**src/verilog/ufc_pkg.sv**
```systemverilog
// constants, carrier types and register map of the serial transceiver
// What this block does
// - rx_polarity_invert set means the receive line idles low, else high.
// - high_speed_baud_select gives 4 baud ticks per bit, else 16.
// - parity_data_select: 11 nine bits, 10 odd, 01 even, 00 eight plain.
// - stop_count_select sends two stop bits when set, one when clear.
// - four-entry transmit queue, characters sent in write order.
// - four-entry receive queue, read out in arrival order.
// - parity, framing and overrun errors raise their own interrupt.
// - nine-bit address detect keeps only characters whose ninth bit is one.
// - 16-bit programmable divisor derives the baud tick from the clock.
// - optional clear-to-send input and request-to-send output flow control.
// - transmit and receive events also pulse a DMA request.
// - loopback feeds the transmitter output back into the receiver.
// - transmitter sends break and sync characters on request.
// - auto-baud measures an incoming start bit to set the divisor.
// - infrared encode/decode on the lines plus a baud tick output, 16x the bit rate (4x with high_speed_baud_select).
package ufc_pkg;
    localparam int unsigned FIFO_DEPTH = 4;
    localparam int unsigned PTR_W      = 2;
    localparam int unsigned CNT_W      = 3;
    localparam int unsigned IRQ_W      = 6;

    localparam logic [7:0] A_MODE   = 8'h00;
    localparam logic [7:0] A_BAUD   = 8'h04;
    localparam logic [7:0] A_CTRL   = 8'h08;
    localparam logic [7:0] A_TXDATA = 8'h0C;
    localparam logic [7:0] A_RXDATA = 8'h10;
    localparam logic [7:0] A_STAT   = 8'h14;
    localparam logic [7:0] A_IRQ    = 8'h18;
    localparam logic [7:0] A_MASK   = 8'h1C;

    localparam int unsigned CB_BREAK = 4;
    localparam int unsigned CB_SYNC  = 5;

    localparam int unsigned IB_TX  = 0;
    localparam int unsigned IB_RX  = 1;
    localparam int unsigned IB_PAR = 2;
    localparam int unsigned IB_FRM = 3;
    localparam int unsigned IB_OVR = 4;
    localparam int unsigned IB_ABD = 5;
    localparam logic [IRQ_W-1:0] ERR_BITS = 6'h1C;

    localparam logic [1:0] PDS_9N = 2'h3;
    localparam logic [1:0] PDS_8O = 2'h2;
    localparam logic [1:0] PDS_8E = 2'h1;
    localparam logic [1:0] PDS_8N = 2'h0;

    localparam logic [4:0]  OVS_STD     = 5'h10;
    localparam logic [4:0]  OVS_HS      = 5'h04;
    localparam logic [4:0]  IR_W_STD    = 5'h03;
    localparam logic [4:0]  IR_W_HS     = 5'h01;
    localparam logic [3:0]  BRK_BITS    = 4'hD;
    localparam logic [8:0]  SYNC_CHAR   = 9'h055;
    localparam logic [15:0] MODE_RST    = 16'h0000;
    localparam logic [15:0] BAUD_RST    = 16'h0000;

    typedef struct packed {
        logic       enable;
        logic [4:0] rsv;
        logic       addr_detect;
        logic       flow_ctl;
        logic       ir_enable;
        logic       autobaud;
        logic       loopback;
        logic       rx_polarity_invert;
        logic       high_speed_baud_select;
        logic [1:0] parity_data_select;
        logic       stop_count_select;
    } ufc_mode_t;

    typedef struct packed {
        logic       ferr;
        logic       perr;
        logic [8:0] data;
    } ufc_rx_entry_t;

    typedef enum logic [5:0] {
        TX_IDLE  = 6'h01,
        TX_START = 6'h02,
        TX_DATA  = 6'h04,
        TX_PAR   = 6'h08,
        TX_STOP  = 6'h10,
        TX_BRK   = 6'h20
    } ufc_tx_st_t;

    typedef enum logic [4:0] {
        RX_IDLE  = 5'h01,
        RX_START = 5'h02,
        RX_DATA  = 5'h04,
        RX_PAR   = 5'h08,
        RX_STOP  = 5'h10
    } ufc_rx_st_t;

    typedef struct packed {
        ufc_mode_t                                mode;
        logic [15:0]                              baud;
        logic [1:0]                               tx_irq_select;
        logic [1:0]                               rx_irq_select;
        logic [IRQ_W-1:0]                         irq_st;
        logic [IRQ_W-1:0]                         mask;
        logic [15:0]                              brg_cnt;
        logic [FIFO_DEPTH-1:0][8:0]               txf;
        logic [PTR_W-1:0]                         txf_rd;
        logic [PTR_W-1:0]                         txf_wr;
        logic [CNT_W-1:0]                         txf_cnt;
        logic [FIFO_DEPTH-1:0][10:0]              rxf;
        logic [PTR_W-1:0]                         rxf_rd;
        logic [PTR_W-1:0]                         rxf_wr;
        logic [CNT_W-1:0]                         rxf_cnt;
        ufc_tx_st_t                               tx_st;
        logic [8:0]                               tx_sh;
        logic [4:0]                               tx_cnt;
        logic [3:0]                               tx_bit;
        logic [1:0]                               tx_stops;
        logic                                     break_req;
        logic                                     txl;
        ufc_rx_st_t                               rx_st;
        logic [8:0]                               rx_sh;
        logic [4:0]                               rx_cnt;
        logic [3:0]                               rx_bit;
        logic                                     rx_perr;
        logic [4:0]                               ir_hold;
        logic                                     ab_run;
        logic [19:0]                              ab_cnt;
        logic                                     rx_s1;
        logic                                     rx_s2;
        logic                                     cts_s1;
        logic                                     cts_s2;
        logic                                     pready;
        logic                                     pslverr;
        logic [31:0]                              prdata;
        logic                                     out;
        logic                                     rts;
        logic                                     b16;
        logic                                     irq;
        logic                                     err_irq;
        logic                                     dma_tx;
        logic                                     dma_rx;
    } ufc_state_t;

    localparam ufc_state_t ST_RST = '{
        mode: MODE_RST, baud: BAUD_RST, tx_st: TX_IDLE, rx_st: RX_IDLE,
        txl: 1'b1, out: 1'b1, rx_s1: 1'b1, rx_s2: 1'b1, default: '0};
endpackage

```
**src/verilog/ufc_uart.sv**
```systemverilog
// serial transceiver core: APB registers, baud generator, tx/rx engines
`timescale 1ns/1ps
`default_nettype none
module ufc_uart
    import ufc_pkg::*;
(
    input  wire logic        pclk,
    input  wire logic        presetn,
    input  wire logic        ce,
    input  wire logic [7:0]  paddr,
    input  wire logic        psel,
    input  wire logic        penable,
    input  wire logic        pwrite,
    input  wire logic [31:0] pwdata,
    output logic      [31:0] prdata,
    output logic             pready,
    output logic             pslverr,
    input  wire logic        serial_in_pin,
    input  wire logic        clear_to_send_in,
    output logic             serial_out_pin,
    output logic             request_to_send_out,
    output logic             baud16_out,
    output logic             irq,
    output logic             err_irq,
    output logic             dma_tx_req,
    output logic             dma_rx_req
);
    ////////////////////////////////////////////////////////////////////////
    function automatic logic [4:0] ovs(input logic hs);
        ovs = hs ? OVS_HS : OVS_STD;
    endfunction

    function automatic logic [3:0] nbits(input logic [1:0] pds);
        nbits = (pds == PDS_9N) ? 4'h9 : 4'h8;
    endfunction

    function automatic logic par_bit(input logic [7:0] d, input logic [1:0] pds);
        par_bit = (pds == PDS_8O) ? ~(^d) : (^d);
    endfunction

    ////////////////////////////////////////////////////////////////////////
    ufc_state_t q;
    ufc_state_t n;

    logic             tick;
    logic             line;
    logic             raw;
    logic             acc;
    logic             wr;
    logic             rd;
    logic             mapped;
    logic             tx_end;
    logic [4:0]       nov;
    logic [IRQ_W-1:0] ev;
    logic [IRQ_W-1:0] clr;
    logic [19:0]      ab_div;
    ufc_rx_entry_t    ent;

    always_comb begin
        n       = q;
        tick    = 1'b0;
        ev      = '0;
        clr     = '0;
        ab_div  = '0;
        ent     = '0;
        tx_end  = 1'b0;
        nov     = ovs(q.mode.high_speed_baud_select);
        n.pready  = 1'b0;
        n.pslverr = 1'b0;
        n.dma_tx  = 1'b0;
        n.dma_rx  = 1'b0;
        n.b16     = 1'b0;

        // pin synchronisers
        n.rx_s1  = serial_in_pin;
        n.rx_s2  = q.rx_s1;
        n.cts_s1 = clear_to_send_in;
        n.cts_s2 = q.cts_s1;

        // baud tick: divisor+1 clocks per tick
        if (q.mode.enable) begin
            if (q.brg_cnt == 16'h0000) begin
                tick    = 1'b1;
                n.brg_cnt = q.baud;
                n.b16   = 1'b1;
            end else begin
                n.brg_cnt = q.brg_cnt - 16'h0001;
            end
        end else begin
            n.brg_cnt = q.baud;
        end

        // receive line selection
        raw = q.mode.loopback ? q.txl : q.rx_s2;
        if (q.mode.ir_enable && !q.mode.loopback) begin
            if (raw) begin
                n.ir_hold = nov;
            end else if (tick && q.ir_hold != 5'h00) begin
                n.ir_hold = q.ir_hold - 5'h01;
            end
            line = (q.ir_hold == 5'h00);
        end else begin
            n.ir_hold = '0;
            line = raw ^ q.mode.rx_polarity_invert;
        end

        // APB access phase
        acc    = psel && penable;
        mapped = (paddr[1:0] == 2'h0) && (paddr <= A_MASK);
        wr     = acc && q.pready && pwrite && mapped;
        rd     = acc && q.pready && !pwrite && mapped;
        if (acc && !q.pready) begin
            n.pready  = 1'b1;
            n.pslverr = !mapped;
            case (paddr)
                A_MODE:   n.prdata = {16'h0000, q.mode};
                A_BAUD:   n.prdata = {16'h0000, q.baud};
                A_CTRL:   n.prdata = {28'h0000000, q.rx_irq_select, q.tx_irq_select};
                A_RXDATA: n.prdata = {21'h000000, q.rxf[q.rxf_rd]};
                A_STAT:   n.prdata = {23'h000000, q.ab_run, q.rx_st != RX_IDLE,
                                      q.tx_st != TX_IDLE, q.rxf_cnt, q.txf_cnt};
                A_IRQ:    n.prdata = {26'h0000000, q.irq_st};
                A_MASK:   n.prdata = {26'h0000000, q.mask};
                default:  n.prdata = 32'h00000000;
            endcase
        end

        // register writes
        if (wr) begin
            case (paddr)
                A_MODE: begin
                    n.mode     = ufc_mode_t'(pwdata[15:0]);
                    n.mode.rsv = '0;
                end
                A_BAUD: n.baud = pwdata[15:0];
                A_CTRL: begin
                    n.tx_irq_select = pwdata[1:0];
                    n.rx_irq_select = pwdata[3:2];
                    if (pwdata[CB_BREAK]) begin
                        n.break_req = 1'b1;
                    end
                end
                A_IRQ:  clr = pwdata[IRQ_W-1:0];
                A_MASK: n.mask = pwdata[IRQ_W-1:0];
                default: ;
            endcase
        end

        // receive queue pop on data read
        if (rd && paddr == A_RXDATA && q.rxf_cnt != '0) begin
            n.rxf_rd  = q.rxf_rd + PTR_W'(1);
            n.rxf_cnt = n.rxf_cnt - CNT_W'(1);
        end

        // transmitter
        if (tick && q.tx_st != TX_IDLE) begin
            if (q.tx_cnt == nov - 5'h01) begin
                n.tx_cnt = '0;
                tx_end   = 1'b1;
            end else begin
                n.tx_cnt = q.tx_cnt + 5'h01;
            end
        end
        case (q.tx_st)
            TX_IDLE: begin
                n.tx_cnt = '0;
                if (q.break_req && q.mode.enable) begin
                    n.break_req = 1'b0;
                    n.tx_bit    = '0;
                    n.tx_st     = TX_BRK;
                end else if (q.txf_cnt != '0 && q.mode.enable &&
                             (!q.mode.flow_ctl || q.cts_s2)) begin
                    n.tx_sh   = q.txf[q.txf_rd];
                    n.txf_rd  = q.txf_rd + PTR_W'(1);
                    n.txf_cnt = n.txf_cnt - CNT_W'(1);
                    n.tx_st   = TX_START;
                    if (q.tx_irq_select != 2'h1 &&
                        (q.tx_irq_select != 2'h2 || q.txf_cnt == CNT_W'(1))) begin
                        ev[IB_TX] = 1'b1;
                    end
                end
            end
            TX_START: begin
                if (tx_end) begin
                    n.tx_bit = '0;
                    n.tx_st  = TX_DATA;
                end
            end
            TX_DATA: begin
                if (tx_end) begin
                    n.tx_bit = q.tx_bit + 4'h1;
                    if (q.tx_bit == nbits(q.mode.parity_data_select) - 4'h1) begin
                        n.tx_stops = q.mode.stop_count_select ? 2'h2 : 2'h1;
                        if (q.mode.parity_data_select == PDS_8O ||
                            q.mode.parity_data_select == PDS_8E) begin
                            n.tx_st = TX_PAR;
                        end else begin
                            n.tx_st = TX_STOP;
                        end
                    end
                end
            end
            TX_PAR: begin
                if (tx_end) begin
                    n.tx_st = TX_STOP;
                end
            end
            TX_STOP: begin
                if (tx_end) begin
                    n.tx_stops = q.tx_stops - 2'h1;
                    if (q.tx_stops == 2'h1) begin
                        n.tx_st = TX_IDLE;
                        if (q.tx_irq_select == 2'h1 && q.txf_cnt == '0) begin
                            ev[IB_TX] = 1'b1;
                        end
                    end
                end
            end
            TX_BRK: begin
                if (tx_end) begin
                    n.tx_bit = q.tx_bit + 4'h1;
                    if (q.tx_bit == BRK_BITS - 4'h1) begin
                        n.tx_stops = 2'h1;
                        n.tx_st    = TX_STOP;
                    end
                end
            end
            default: n.tx_st = TX_IDLE;
        endcase

        // transmit queue push: data word or sync character
        if (wr && (paddr == A_TXDATA || (paddr == A_CTRL && pwdata[CB_SYNC])) &&
            q.txf_cnt != CNT_W'(FIFO_DEPTH)) begin
            n.txf[q.txf_wr] = (paddr == A_TXDATA) ? pwdata[8:0] : SYNC_CHAR;
            n.txf_wr  = q.txf_wr + PTR_W'(1);
            n.txf_cnt = n.txf_cnt + CNT_W'(1);
        end

        // auto-baud: time the start bit in clocks
        if (q.mode.autobaud) begin
            if (!q.ab_run) begin
                n.ab_cnt = '0;
                n.ab_run = !line;
            end else if (!line) begin
                if (q.ab_cnt != 20'hFFFFF) begin
                    n.ab_cnt = q.ab_cnt + 20'h00001;
                end
            end else begin
                ab_div = q.ab_cnt >> (q.mode.high_speed_baud_select ? 2 : 4);
                n.baud = (ab_div[15:0] == 16'h0000) ? 16'h0000 : ab_div[15:0] - 16'h0001;
                n.mode.autobaud = 1'b0;
                n.ab_run = 1'b0;
                ev[IB_ABD] = 1'b1;
            end
        end else begin
            n.ab_run = 1'b0;
        end

        // receiver
        case (q.rx_st)
            RX_IDLE: begin
                n.rx_cnt = '0;
                if (!line && q.mode.enable && !q.mode.autobaud) begin
                    n.rx_st = RX_START;
                end
            end
            RX_START: begin
                if (tick) begin
                    if (q.rx_cnt == (nov >> 1) - 5'h01) begin
                        n.rx_cnt = '0;
                        n.rx_bit = '0;
                        n.rx_sh  = '0;
                        n.rx_st  = line ? RX_IDLE : RX_DATA;
                    end else begin
                        n.rx_cnt = q.rx_cnt + 5'h01;
                    end
                end
            end
            RX_DATA, RX_PAR, RX_STOP: begin
                if (tick) begin
                    if (q.rx_cnt == nov - 5'h01) begin
                        n.rx_cnt = '0;
                        if (q.rx_st == RX_DATA) begin
                            n.rx_sh[q.rx_bit] = line;
                            n.rx_bit = q.rx_bit + 4'h1;
                            if (q.rx_bit == nbits(q.mode.parity_data_select) - 4'h1) begin
                                n.rx_st = (q.mode.parity_data_select == PDS_8O ||
                                           q.mode.parity_data_select == PDS_8E) ? RX_PAR : RX_STOP;
                            end
                        end else if (q.rx_st == RX_PAR) begin
                            n.rx_perr = line ^ par_bit(q.rx_sh[7:0], q.mode.parity_data_select);
                            n.rx_st   = RX_STOP;
                        end else begin
                            n.rx_st  = RX_IDLE;
                            ent.data = q.rx_sh;
                            ent.perr = q.rx_perr;
                            ent.ferr = !line;
                            n.rx_perr = 1'b0;
                            if (q.mode.addr_detect && q.mode.parity_data_select == PDS_9N &&
                                !q.rx_sh[8]) begin
                                ent = ent;
                            end else if (q.rxf_cnt == CNT_W'(FIFO_DEPTH)) begin
                                ev[IB_OVR] = 1'b1;
                            end else begin
                                ev[IB_PAR] = ent.perr;
                                ev[IB_FRM] = ent.ferr;
                                n.rxf[q.rxf_wr] = ent;
                                n.rxf_wr  = q.rxf_wr + PTR_W'(1);
                                n.rxf_cnt = n.rxf_cnt + CNT_W'(1);
                                case (q.rx_irq_select)
                                    2'h2:    ev[IB_RX] = (n.rxf_cnt == CNT_W'(FIFO_DEPTH - 1));
                                    2'h3:    ev[IB_RX] = (n.rxf_cnt == CNT_W'(FIFO_DEPTH));
                                    default: ev[IB_RX] = 1'b1;
                                endcase
                            end
                        end
                    end else begin
                        n.rx_cnt = q.rx_cnt + 5'h01;
                    end
                end
            end
            default: n.rx_st = RX_IDLE;
        endcase

        // transmit line level from next state
        case (n.tx_st)
            TX_START: n.txl = 1'b0;
            TX_DATA:  n.txl = n.tx_sh[n.tx_bit];
            TX_PAR:   n.txl = par_bit(n.tx_sh[7:0], n.mode.parity_data_select);
            TX_BRK:   n.txl = 1'b0;
            default:  n.txl = 1'b1;
        endcase
        // infrared: short high pulse marks a zero bit
        if (n.mode.ir_enable) begin
            n.out = !n.txl && (n.tx_cnt < (n.mode.high_speed_baud_select ? IR_W_HS : IR_W_STD));
        end else begin
            n.out = n.txl;
        end

        // sticky events, set wins over clear
        n.irq_st  = (q.irq_st & ~clr) | ev;
        n.irq     = |(n.irq_st & n.mask & ~ERR_BITS);
        n.err_irq = |(n.irq_st & n.mask & ERR_BITS);
        n.dma_tx  = ev[IB_TX];
        n.dma_rx  = ev[IB_RX];
        n.rts     = n.mode.flow_ctl && (n.rxf_cnt != CNT_W'(FIFO_DEPTH));
    end

    always_ff @(posedge pclk or negedge presetn) begin
        if (!presetn) begin
            q <= ST_RST;
        end else if (ce) begin
            q <= n;
        end
    end

    ////////////////////////////////////////////////////////////////////////
    assign prdata              = q.prdata;
    assign pready              = q.pready;
    assign pslverr             = q.pslverr;
    assign serial_out_pin      = q.out;
    assign request_to_send_out = q.rts;
    assign baud16_out          = q.b16;
    assign irq                 = q.irq;
    assign err_irq             = q.err_irq;
    assign dma_tx_req          = q.dma_tx;
    assign dma_rx_req          = q.dma_rx;
endmodule // ufc_uart
`default_nettype wire

```
**config.mk**
```make
export PLATFORM = sky130hd
export DESIGN_NAME = ufc_uart
export DESIGN_NICKNAME = d
export VERILOG_FILES = /design/src/verilog/ufc_pkg.sv /design/src/verilog/ufc_uart.sv
export SDC_FILE = /design/constraint.sdc
export NUM_CORES = 1
export LEC_CHECK = 0
export ABC_AREA = 1
export BUFFER_PORTS_ARGS = -buffer_cell sky130_fd_sc_hd__buf_2
export CORE_ASPECT_RATIO = 1.2
export CORE_UTILIZATION = 35
export DETAILED_ROUTE_END_ITERATION = 7
export GPL_ROUTABILITY_DRIVEN = 0
export GPL_TIMING_DRIVEN = 0
export PLACE_DENSITY = 0.63
export REMOVE_ABC_BUFFERS = 1
export SKIP_CTS_REPAIR_TIMING = 1
export SYNTH_ARGS = -nofsm -noshare
export SYNTH_HDL_FRONTEND = slang
export SYNTH_SLANG_ARGS = --single-unit
```
**constraint.sdc**
```tcl
create_clock -name pclk -period 4.2 [get_ports pclk]
set_clock_uncertainty 0.15 [all_clocks]
set_input_delay 0.42 -clock pclk [delete_from_list [all_inputs] [get_ports pclk]]
set_output_delay 0.42 -clock pclk [all_outputs]
set_load 0.01 [all_outputs]
```
# == Yosys cells after proc, flatten, opt, wreduce, memory -nomap -nowiden ==
# Index checks and enable logic that the tools add are counted.
# word_totals
out_inout_bits,41
reg_bits,276
# classes
mux,141
shift,1
add_sub_neg,20
reduce_logical,75
n_eq_ne,62
bitwise,13
magnitude_cmp,11
# op_table
op,count
two-way mux 16 bit,7
case mux 16 bit (7 select lines),1
two-way mux 6 bit,15
two-way mux 5 bit,15
two-way mux 9 bit,6
two-way mux 3 bit,15
bitwise mux 44 bit,1
two-way mux 4 bit,11
two-way mux 14 bit,3
two-way mux 20 bit,2
bitwise mux 36 bit,1
case mux 6 bit (6 select lines),1
two-way mux 1 bit,34
two-way mux 34 bit,1
"== test 8 x 5 -> 1 bit, second input constant",4
logical NOT 16 bit,2
"subtractor 16 x 1 -> 16 bit, second input constant",2
logical AND 1 bit,30
case mux 5 bit (3 select lines),2
two-way mux 29 bit,1
"inequality test 2 bit, second input constant",13
two-way mux 24 bit,1
two-way mux 23 bit,1
binary-select mux 11 bit (select 2 bit),1
other kinds (83),153

# == Logic depth before layout (Yosys ltp) ==
# Gate-level depths: netlist of the first run.
# logic_depth
ltp_word,20
ltp_mapped,26
ltp_nobuf,25

# == Worst setup path before layout of the first run ==
# No wires, ideal clock.
# synth_timing
path_kind,register to register
startpoint,reg q[217] (netlist bit)
endpoint,"reg q, in the netlist serial_out_pin"
arrival_time_ns,2.642
stages_incl_launch_ff,27
required_ns,3.974
setup_ns,0.076
period_less_slack_ns,2.868
setup_slack_ns,1.332
path_cell_list,dfrtp_1 -> inv_1 -> ha_1 -> nand2_1 -> nor2_2 -> nand2_4 -> nor2_8 -> nand3_1 -> buf_2 -> ha_1 -> inv_1 -> nand4_1 -> nand2_1 -> nor2_1 -> nand2_2 -> nand2_1 -> inv_1 -> nor2_1 -> nand3_1 -> nand3_1 -> nand2_1 -> nand2_1 -> nand3_2 -> nand2_2 -> nand2_1 -> nand3_1 -> nand2_1
# synth_via
elab_chain_len,13
elab_cells_between_ends,29
# synth_rtl
element,line_no,rtl
"start, declared",ufc_uart.sv:42,ufc_state_t q;
"start signal, assigned",ufc_uart.sv:353,q <= n;
logical NOT 16 bit *,ufc_uart.sv:82,if (q.brg_cnt == 16'h0000) begin
two-way mux 1 bit *,ufc_uart.sv:82,
two-way mux 1 bit *,ufc_uart.sv:81,if (q.mode.enable) begin
logical AND 1 bit *,ufc_uart.sv:156,if (tick && q.tx_st != TX_IDLE) begin
two-way mux 1 bit,ufc_uart.sv:156,
two-way mux 6 bit (tied with other cells),ufc_uart.sv:220,if (tx_end) begin
case mux 4 bit (4 select lines) or case mux 6 bit (6 select lines) (tied branches),ufc_uart.sv:164,case (q.tx_st)
binary-select mux 1 bit (select 4 bit) (tied with other cells),ufc_uart.sv:328,TX_DATA: n.txl = n.tx_sh[n.tx_bit];
two-way mux 1 bit (implied by the code) or OR reduction 2 bit (tied branches),--,
case mux 1 bit (3 select lines),ufc_uart.sv:326,case (n.tx_st)
logical NOT 1 bit,ufc_uart.sv:335,n.out = !n.txl && (n.tx_cnt < (n.mode.high_speed_baud_select ? IR_W_HS : IR_W_STD));
logical AND 1 bit,ufc_uart.sv:335,
two-way mux 1 bit *,ufc_uart.sv:334,if (n.mode.ir_enable) begin
# Mark *: on every way between the ends. The rest lies on a longest branch, timed or not. The select of a mux whose other input is x is not followed.
# A chain may end at the register's enable or synchronous reset.

# == Worst setup path after layout of the first run ==
# layout_timing
startpoint,reg q[268] (netlist bit)
endpoint,"reg q, in the netlist serial_out_pin"
# layout_via
elab_chain_len,13
elab_cells_between_ends,33
# layout_rtl
element,line_no,rtl
two-way mux 5 bit,ufc_uart.sv:30,ovs = hs ? OVS_HS : OVS_STD;
subtractor 5 x 1 -> 5 bit,ufc_uart.sv:157,if (q.tx_cnt == nov - 5'h01) begin
== test 5 bit,ufc_uart.sv:157,
two-way mux 1 bit,ufc_uart.sv:157,
two-way mux 1 bit,ufc_uart.sv:156,
two-way mux 6 bit (tied with other cells),ufc_uart.sv:220,
case mux 4 bit (4 select lines) or case mux 6 bit (6 select lines) (tied branches),ufc_uart.sv:164,
binary-select mux 1 bit (select 4 bit) (tied with other cells),ufc_uart.sv:328,
two-way mux 1 bit (implied by the code) or OR reduction 2 bit (tied branches),--,
case mux 1 bit (3 select lines),ufc_uart.sv:326,
logical NOT 1 bit,ufc_uart.sv:335,
logical AND 1 bit,ufc_uart.sv:335,
two-way mux 1 bit *,ufc_uart.sv:334,
# Marked as above.

==> impl_metrics.yaml, run 1 <==
outcome:
  status: "completed"
cts:
  tritoncts: "built"
  clock_latency_ns: 0.57
  ctsLongestPathBuffers: 3
  cts_sinks: 260
  cts_max_level: 1
  cts_buffers: 29
  clkTransAtPathRegs_ns: 0.06
  cts_root_buf: "clkbuf_16"
pwr:
  total_power_uw: 7110
  combPwrFrac: 0.239
  swShare: 0.338
  peakVddDrop_mv: 0.300
  leakage_uw: 0.00822
  power_frac_seq: 0.414
  powerDensity_mw_per_mm2: 405
  p_clk_frac: 0.347
  switchingPower_uw: 2400
  cellInternalPower_uw: 4710
setup_path:
  arrival_ns: 4.14
  path_cells: "inv_2 -> nand2_1 -> nand3b_1 -> nor2_1 -> nand3_2 -> ha_1 -> inv_1 -> nand4_1 -> nand2_1 -> nor2_1 -> nand2_2 -> nand2_1 -> inv_1 -> nor2_1 -> nand3_1 -> nand3_1 -> nand2_1 -> nand2_1 -> nand3_2 -> nand2_2 -> nand2_1 -> nand3_1 -> nand2_1"
  worst_path_most_repeated_cell: "nand2_1"
  max_stage_delay_ns: 0.59
  end_kind: "flip-flop"
  critPathLaunchType: "flip-flop"
  worstSetupPathType: "reg -> reg"
  critPathRequiredTime_ns: 4.54
  cp_num_buf_inv: 3
  crit_fanout: 28
  path_delay_family: "simple AND/OR/NAND/NOR gates"
  worst_path_max_delay_cell: "dfrtp_4"
placed_design:
  preCtsSetupSlack_ns: -0.180
  port_buffers: 56
  dp_hpwl_um: 33200
  place_area_mm2: 0.0166
job:
  maxCapViolCount: 0
sta:
  tightest_slew_ns: 0.887
  layout_setup_ws_ns: 0.396
  fmax_ghz: 0.263
  setup-violations-final: 0
  fin_crit_ns: 3.80
  slew_headroom: 0.408
  drv_slew: 0
  fin_hold_ws_ns: 0.0228
  hold_viol: 0
  min_period_over_period: 0.906
  tns_ns: 0
  rsz0062_at_grt: "no"
global_route:
  grt_pass1_wl_um: 73300
  gr-usage-met2: 0.327
  grt_overflow_total: 0
  grt_busiest_layer: "met2"
  track_usage: 0.197
  use_met1: 0.260
  use_met3: 0.0242
  antenna_found_initial: 2
  grt_start_max_net_pins: 117
  grt_pass1_vias: 13500
logic_synthesis:
  async_reset_ff_frac: 1.00
  seq_area_frac_synth: 0.409
  synth.largest_area_cell: "dfrtp_1"
  ys_ff_latch: 260
  syn_inst: 2134
  synth_area_mm2: 0.0159
  synth_edf_count: 0
  yosysUniqueCellTypes: 72
  synth_ff_type: "dfrtp_1"
  synth_top_cells_by_area: "dfrtp_1 40%, nand2_1 14%, o21ai_0 7.9%"
  synth_warnings: 0
  syn_area_per_cell_um2: 7.47
  yosysTopAreaCellShare: 0.399
floorplan:
  die_width_um: 197
  start_util: 0.355
  pin_count: 89
  die_h_um: 236
  die-area_mm2: 0.0464
  core_mm2: 0.0449
  rows: 85
layout:
  area.growth.synth_to_final_pct: 9.94
  fin_area_mm2: 0.0175
  fin_nets: 2224
  diodes: 0
  drive_gt1_frac: 0.101
  fillCellCount: 4668
min_path:
  hp-class: "in -> reg"
drt:
  drc: 0
  drt_iter0_markers: 1212
  dr.pass1.iters: 8
  wl_per_cell_um: 16.4
  ant_nets: 0
  wirelength_um: 45500
  vias: 14400
  vias_per_cell: 5.19
-- area by class of cell --
cell class / instances / area [µm²] / area share
clock buffers: 46 / 850 / 0.0485
clock inverters: 5 / 52.6 / 0.00300
inverters: 240 / 905 / 0.0516
multi-input cells: 1546 / 8000 / 0.456
flip-flops and latches: 260 / 6520 / 0.372
well taps: 609 / 762 / 0.0435
repair buffers: 65 / 447 / 0.0255
-- metal layers --
| metal | routed length, µm | part of all wire | up-vias |
|---|---|---|---|
| met5 | 23 | 0.00051 | - |
| met4 | 1490 | 0.033 | 4 |
| met3 | 2450 | 0.054 | 79 |
| met2 | 21800 | 0.48 | 384 |
| met1 | 19800 | 0.43 | 6928 |
| li1 | - | - | 6999 |
-- kinds of logic (layout without fill, tap and decap cells) --
family | count (synthesis) | count (layout) | share of synthesized area
compound gates | 456 | 456 | 0.164
xor+xnor | 45 | 45 | 0.0247
fa+ha+maj | 34 | 34 | 0.0267
buf+inv | 343 | 356 | 0.0941
flops | 260 | 260 | 0.409
mux | 6 | 6 | 0.00392
other cells | 1 | 16 | 0.000235
simple gates | 989 | 989 | 0.278
-- synthesized netlist by cell type, types with 11 or more instances --
cell      count
a21oi_1      72
buf_2        15
buf_4        34
clkbuf_1     45
dfrtp_1     254
ha_1         34
inv_1       217
inv_2        20
nand2_1     591
nand2_2      21
nand3_1      98
nand3_2      13
nand4_1      22
nor2_1      142
nor2_4       11
nor3_1       41
o21ai_0     252
o21ai_1      14
o22ai_1      25
o31ai_1      16
xnor2_1      12
xor2_1       33
-- placed cells by master (no fill, tap or decap), drive strengths merged, types with 16 or more instances in the layout --
master / synthesis / layout
inv: 238 / 237
buf: 58 / 61
nor3: 44 / 44
o22ai: 27 / 27
dfrtp: 254 / 254
conb: 1 / 16
a21oi: 77 / 77
nand4: 24 / 24
o31ai: 16 / 16
xor2: 33 / 33
o21ai: 269 / 269
ha: 34 / 34
nand2: 613 / 613
clkbuf: 45 / 46
nand3: 114 / 114
nor2: 165 / 165
-- registers in the layout, indices dropped and copies added, names as in the netlist --
| signal | cells |
|---|---|
| irq | 1 |
| prdata | 16 |
| pready | 1 |
| pslverr | 1 |
| n | 2 |
| dma_rx_req | 1 |
| serial_out_pin | 1 |
| request_to_send_out | 1 |
| dma_tx_req | 1 |
| baud16_out | 1 |
| q | 233 |
| err_irq | 1 |
-- power groups by stage --
stage,sequential (µW),combinational (µW),clock (µW)
finish,2940,1700,2460
global route,2970,1910,2630
CTS,2940,1690,2520
detailed placement,2980,1680,0
global placement,2970,1630,0
floorplan,2920,1220,0
-- worst paths after layout --
kind                       cells past startpoint                    endpoint  slack, ns          startpoint
setup / recovery                              23  serial_out_pin$_DFFE_PN1P_       0.40  q[268]$_DFFE_PN0P_
hold / removal                                 3          q[260]$_DFFE_PN0P_       0.02          pwdata[11]
setup reg to reg                              23  serial_out_pin$_DFFE_PN1P_       0.40  q[268]$_DFFE_PN0P_
hold reg to reg                                2           n[43]$_DFFE_PN1P_       0.32   n[43]$_DFFE_PN1P_
max in group asynchronous                      4          q[132]$_DFFE_PN0P_       2.26             presetn
min in group asynchronous                      2          q[229]$_DFFE_PN0P_       0.27             presetn
-- metrics by stage --
step,std cells,utilization
after floorplan,2046,-
after global routing,2771,0.391
after global placement,2711,0.366
final,2771,0.391
after detailed placement,2715,0.369
after CTS,2766,0.389
-- worst register-to-register path, delay by kind of cell (launching register included) --
kind                     cells  cell delay, ns
buffers and inverters        3            0.31
AND/OR/NAND/NOR             19            2.29
flip-flops                   1            0.59
adder cells (fa/ha/maj)      1            0.39
Note: power is estimated with default switching activity, not from simulation.
==> run 2: changes to the inputs <==
--- a/config.mk
+++ b/config.mk
@@ -9,4 +9,5 @@
 export BUFFER_PORTS_ARGS = -buffer_cell sky130_fd_sc_hd__buf_2
 export CORE_ASPECT_RATIO = 1.2
+export CORE_MARGIN = 2
 export CORE_UTILIZATION = 35
 export DETAILED_ROUTE_END_ITERATION = 7
==> constraint.sdc (replaced) <==
create_clock -name pclk -period 4.2 [get_ports pclk]
set_clock_uncertainty 0.15 [all_clocks]
set_input_delay 0.21 -clock pclk [delete_from_list [all_inputs] [get_ports pclk]]
set_output_delay 0.21 -clock pclk [all_outputs]
set_load 0.01 [all_outputs]
==> run 2 against run 1 <==
  * Fmax rose by 2.1%
  * Sequential power barely moved
  * Largest cell class unchanged
  * Design area rose by 1.6%
  * Register-to-register slack improved by 0.08 ns
  * Total power rose by 2.7%
==> impl_metrics.yaml, run 2 (same netlist as run 1, synthesis figures left out) <==
drt:
  wirelength_um: 46200
  vias: 14500
  ant_nets: 0
  vias_per_cell: 5.21
  wl_per_cell_um: 16.5
  drc: 0
  dr.pass1.iters: 5
  drt_iter0_markers: 1256
layout:
  area.growth.synth_to_final_pct: 11.7
  postLayoutCoreUtil: 0.397
  layout_common_cells: "591 x nand2_1, 253 x dfrtp_1, 252 x o21ai_0, 217 x inv_1, 142 x nor2_1"
  top_register: "q"
  fin_area_mm2: 0.0178
  fillCellCount: 4617
  final_common_cell: "nand2_1"
  multi_input_area_mm2: 0.00800
  drive_gt1_frac: 0.103
  largest_register_ffs: 233
  fin_nets: 2244
  seq_area_mm2: 0.00652
  instances_no_fill: 2791
pwr:
  peakVddDrop_mv: 0.287
  total_power_uw: 7300
  swShare: 0.334
  switchingPower_uw: 2440
  leakage_uw: 0.00835
  power_frac_seq: 0.403
  cellInternalPower_uw: 4860
  combPwrFrac: 0.236
  powerDensity_mw_per_mm2: 410
  p_clk_frac: 0.361
cts:
  clkTransAtPathRegs_ns: 0.06
  cts_sinks: 260
  ctsLongestPathBuffers: 3
  tritoncts: "built"
  clock_latency_ns: 0.57
  cts_root_buf: "clkbuf_16"
  cts_buffers: 29
  cts_max_level: 1
sta:
  slew_headroom: 0.380
  tightest_slew_ns: 0.922
  fmax_ghz: 0.268
  layout_setup_ws_ns: 0.475
  min_period_over_period: 0.887
  setup-violations-final: 0
  rsz0062_at_grt: "no"
  fin_crit_ns: 3.72
  hold_viol: 0
  drv_slew: 0
floorplan:
  die_h_um: 238
  rows: 85
  die_width_um: 199
  start_util: 0.355
  die-area_mm2: 0.0473
  core_mm2: 0.0449
  pin_count: 89
global_route:
  grt_pass1_wl_um: 73900
  grt_overflow_total: 0
  grt_start_max_net_pins: 91
  antenna_found_initial: 1
  grt_pass1_vias: 13700
  track_usage: 0.195
setup_path:
  crit_fanout: 28
  end_kind: "flip-flop"
  critPathLaunchType: "flip-flop"
  r2r_slack_ns: 0.48
  arrival_ns: 4.07
  critPathRequiredTime_ns: 4.54
  worstSetupPathType: "reg -> reg"
placed_design:
  port_buffers: 56
  dp_cells: 2715
  dp_hpwl_um: 33200
  place_area_mm2: 0.0166
  preCtsSetupSlack_ns: -0.170
min_path:
  hp-class: "in -> reg"
outcome:
  status: "completed"
job:
  maxCapViolCount: 0
## run 2: changes by cell type in the layout (fill, tap and decap cells not counted), sizes merged
cell / before / now
clkinv: 6 / 7
diode: 0 / 1
clkbuf: 46 / 41
inv: 237 / 238
bufinv: 1 / 3
dlygate4sd3: 4 / 24
## run 2: worst max-delay path: stages, from the launching register on
cell and delay (ns):
dfrtp_4 0.60, inv_2 0.29, a21oi_1 0.08, nor2_1 0.36, nand3_2 0.31, ha_1 0.39, inv_1 0.05, nand4_1 0.08
nand2_1 0.07, nor2_1 0.13, nand2_2 0.16, nand2_1 0.09, inv_1 0.04, nor2_1 0.10, nand3_1 0.08, nand3_1 0.09
nand2_1 0.05, nand2_1 0.07, nand3_2 0.10, nand2_2 0.12, nand2_1 0.05, nand3_1 0.11, nand2_1 0.06
## run 2: area by class of cell
class / instances / area share
multi-input combinational: 1546 / 0.449
sequential: 260 / 0.366
inverter: 240 / 0.0507
clock buffer: 41 / 0.0478
tap: 609 / 0.0428
timing repair buffer: 85 / 0.0363
clock inverter: 9 / 0.00689
antenna: 1 / 0.000141
## run 2: power by group through the flow
| stage | sequential [µW] | combinational, µW | clock [µW] |
|---|---|---|---|
| CTS | 2940 | 1700 | 2680 |
| global placement | 2970 | 1630 | 0 |
| detailed placement | 2980 | 1690 | 0 |
| finish | 2940 | 1720 | 2630 |
| floorplan | 2920 | 1220 | 0 |
| global route | 2970 | 1940 | 2770 |
## run 2: path summary, 6_finish.rpt
check                                            from                    endpoint  cells past startpoint
max                                q[268]$_DFFE_PN0P_  serial_out_pin$_DFFE_PN1P_                     22
min                                          paddr[3]      prdata[13]$_DFFE_PN0P_                      4
max reg2reg                        q[268]$_DFFE_PN0P_  serial_out_pin$_DFFE_PN1P_                     22
min reg2reg                serial_out_pin$_DFFE_PN1P_  serial_out_pin$_DFFE_PN1P_                      2
max in group asynchronous                     presetn          q[126]$_DFFE_PN0P_                      4
min in group asynchronous                     presetn           n[41]$_DFFE_PN0P_                      2
## run 2: per-stage QoR
step	setup TNS [ns]	hold slack, ns
2_1_floorplan	0	-0.236
3_3_place_gp	-578.71	0.265
3_5_place_dp	-0.234	0.119
4_1_cts	-0.252	-0.487
5_1_grt	0	0.0307
6_report	0	0.0126
## run 2: per-layer routing
layer / up-vias / global-route usage / part of all wire
li1: 7052 / - / -
met1: 6947 / 0.260 / 0.43
met2: 453 / 0.326 / 0.48
met3: 95 / 0.0216 / 0.054
met4: 2 / 0.0690 / 0.035
met5: - / 0 / 0.00039
==> run 3: changes to the inputs <==
- CORE_MARGIN: 2 -> 3
==> run 3 against run 2 <==
  * Clock power fell by 11%
  * Critical path depth rose by 1
  * Sequential share of layout area rose by 0.23 points
  * Die area rose by 1.9%
  * Flip-flop and latch count did not move
  * Worst setup slack got worse by 0.036 ns
  * Critical path type unchanged
  * Critical endpoint unchanged
  * Largest cell class unchanged
==> impl_metrics.yaml, run 3 (same netlist as run 1, synthesis figures left out) <==
drt:
  vias: 14400
  drc: 0
  wl_per_cell_um: 16.4
  dr.pass1.iters: 5
  vias_per_cell: 5.18
  ant_nets: 0
  drt_iter0_markers: 1428
  wirelength_um: 45700
sta:
  rsz0062_at_grt: "no"
  layout_setup_ws_ns: 0.440
  setup-violations-final: 0
  drv_slew: 0
  fmax_ghz: 0.266
  slew_headroom: 0.393
  fin_crit_ns: 3.76
  tightest_slew_ns: 0.909
  min_period_over_period: 0.895
  hold_viol: 0
  tns_ns: 0
floorplan:
  die_h_um: 240
  start_util: 0.354
  rows: 85
  die_width_um: 201
  core_mm2: 0.0450
  pin_count: 89
  die-area_mm2: 0.0482
cts:
  cts_root_buf: "clkbuf_16"
  ctsLongestPathBuffers: 3
  cts_sinks: 260
  cts_max_level: 1
  tritoncts: "built"
  clock_latency_ns: 0.56
  cts_buffers: 29
  clkTransAtPathRegs_ns: 0.06
setup_path:
  worst_path_most_repeated_cell: "nand2_1"
  crit_fanout: 28
  path_delay_family: "simple AND/OR/NAND/NOR gates"
  crit_path_end: "serial_out_pin$_DFFE_PN1P_"
  max_stage_delay_ns: 0.60
  path_cells: "inv_2 -> nand2_1 -> nand3b_1 -> nor2_1 -> nand3_2 -> ha_1 -> inv_1 -> nand4_1 -> nand2_1 -> nor2_1 -> nand2_2 -> nand2_1 -> inv_1 -> nor2_1 -> nand3_1 -> nand3_1 -> nand2_1 -> nand2_1 -> nand3_2 -> nand2_2 -> nand2_1 -> nand3_1 -> nand2_1"
  end_kind: "flip-flop"
  r2r-start: "q[268]$_DFFE_PN0P_"
  r2r_slack_ns: 0.44
  reg2reg_depth: 23
  crit_start: "q[268]$_DFFE_PN0P_"
  cp_num_buf_inv: 3
  critPathLaunchType: "flip-flop"
  critPathRequiredTime_ns: 4.54
  reg2reg_to: "serial_out_pin$_DFFE_PN1P_"
  worstSetupPathType: "reg -> reg"
  crit_cells: 23
  arrival_ns: 4.10
  worst_path_max_delay_cell: "dfrtp_4"
global_route:
  grt_start_max_net_pins: 120
  grt_pass1_vias: 13600
  antenna_found_initial: 0
  track_usage: 0.187
  grt_overflow_total: 0
  grt_pass1_wl_um: 73600
pwr:
  leakage_uw: 0.00829
  peakVddDrop_mv: 0.257
  powerDensity_mw_per_mm2: 396
  total_power_uw: 7000
layout:
  layout_common_cells: "591 x nand2_1, 253 x dfrtp_1, 252 x o21ai_0, 217 x inv_1, 142 x nor2_1"
  fillCellCount: 4558
  area.growth.synth_to_final_pct: 11.0
  largest_register_ffs: 233
  final_common_cell: "nand2_1"
  drive_gt1_frac: 0.0987
  top_register: "q"
  postLayoutCoreUtil: 0.393
  fin_nets: 2246
placed_design:
  preCtsSetupSlack_ns: -0.183
  dp_hpwl_um: 33300
  port_buffers: 56
min_path:
  hp-class: "in -> reg"
job:
  maxCapViolCount: 0
outcome:
  status: "completed"
==> run 3: worst min path at each step <==
| stage | from | to | slack [ns] | cells after the start |
|---|---|---|---|---|
| floorplan | presetn | baud16_out$_DFFE_PN0P_ | -0.24 | 0 |
| global placement | clear_to_send_in | n[41]$_DFFE_PN0P_ | 0.26 | 3 |
| detailed placement | presetn | q[41]$_DFFE_PN0P_ | -0.04 | 1 |
| CTS | presetn | q[118]$_DFFE_PN0P_ | -0.64 | 1 |
| global route | paddr[6] | pslverr$_DFFE_PN0P_ | 0.03 | 5 |
| finish | paddr[6] | pslverr$_DFFE_PN0P_ | 0.05 | 5 |
==> run 3: layer usage <==
metal | track usage | up-vias | share of wire
li1 | - | 7064 | -
met1 | 0.246 | 6861 | 0.43
met2 | 0.321 | 415 | 0.48
met3 | 0.0190 | 94 | 0.054
met4 | 0.0669 | 0 | 0.037
met5 | 0 | - | 0
==> run 3: worst min-delay path, delay by kind of cell <==
family	cells	cell delay, ns
AOI/OAI and AO/OA	1	0.17
buffers and inverters	2	0.16
and+or+nand+nor	2	0.16
==> run 3: where the power goes <==
part	total, µW	internal, µW	switching, µW
Combinational	1720	554	1160
Clock	2340	1340	1000
Sequential	2940	2730	208
==> run 3: area by class of cell <==
type                    instances  area [µm²]  share of cell area
repair buffers                 87         667              0.0377
well taps                     609         762              0.0431
flip-flops and latches        260        6520               0.368
clock buffers                  43         828              0.0468
multi-input cells            1546        8000               0.452
diodes                          1        2.50            0.000141
inverters                     240         903              0.0511
clock inverters                 3        15.0            0.000849
==> run 3: per-stage QoR <==
step | hold slack, ns | cell area (µm²) | instances
floorplan | -0.236 | 15400 | 2046
global placement | 0.264 | 16400 | 2711
detailed placement | -0.0357 | 16600 | 2715
CTS | -0.636 | 17400 | 2761
global route | 0.0347 | 17700 | 2788
finish | 0.0488 | 17700 | 2789
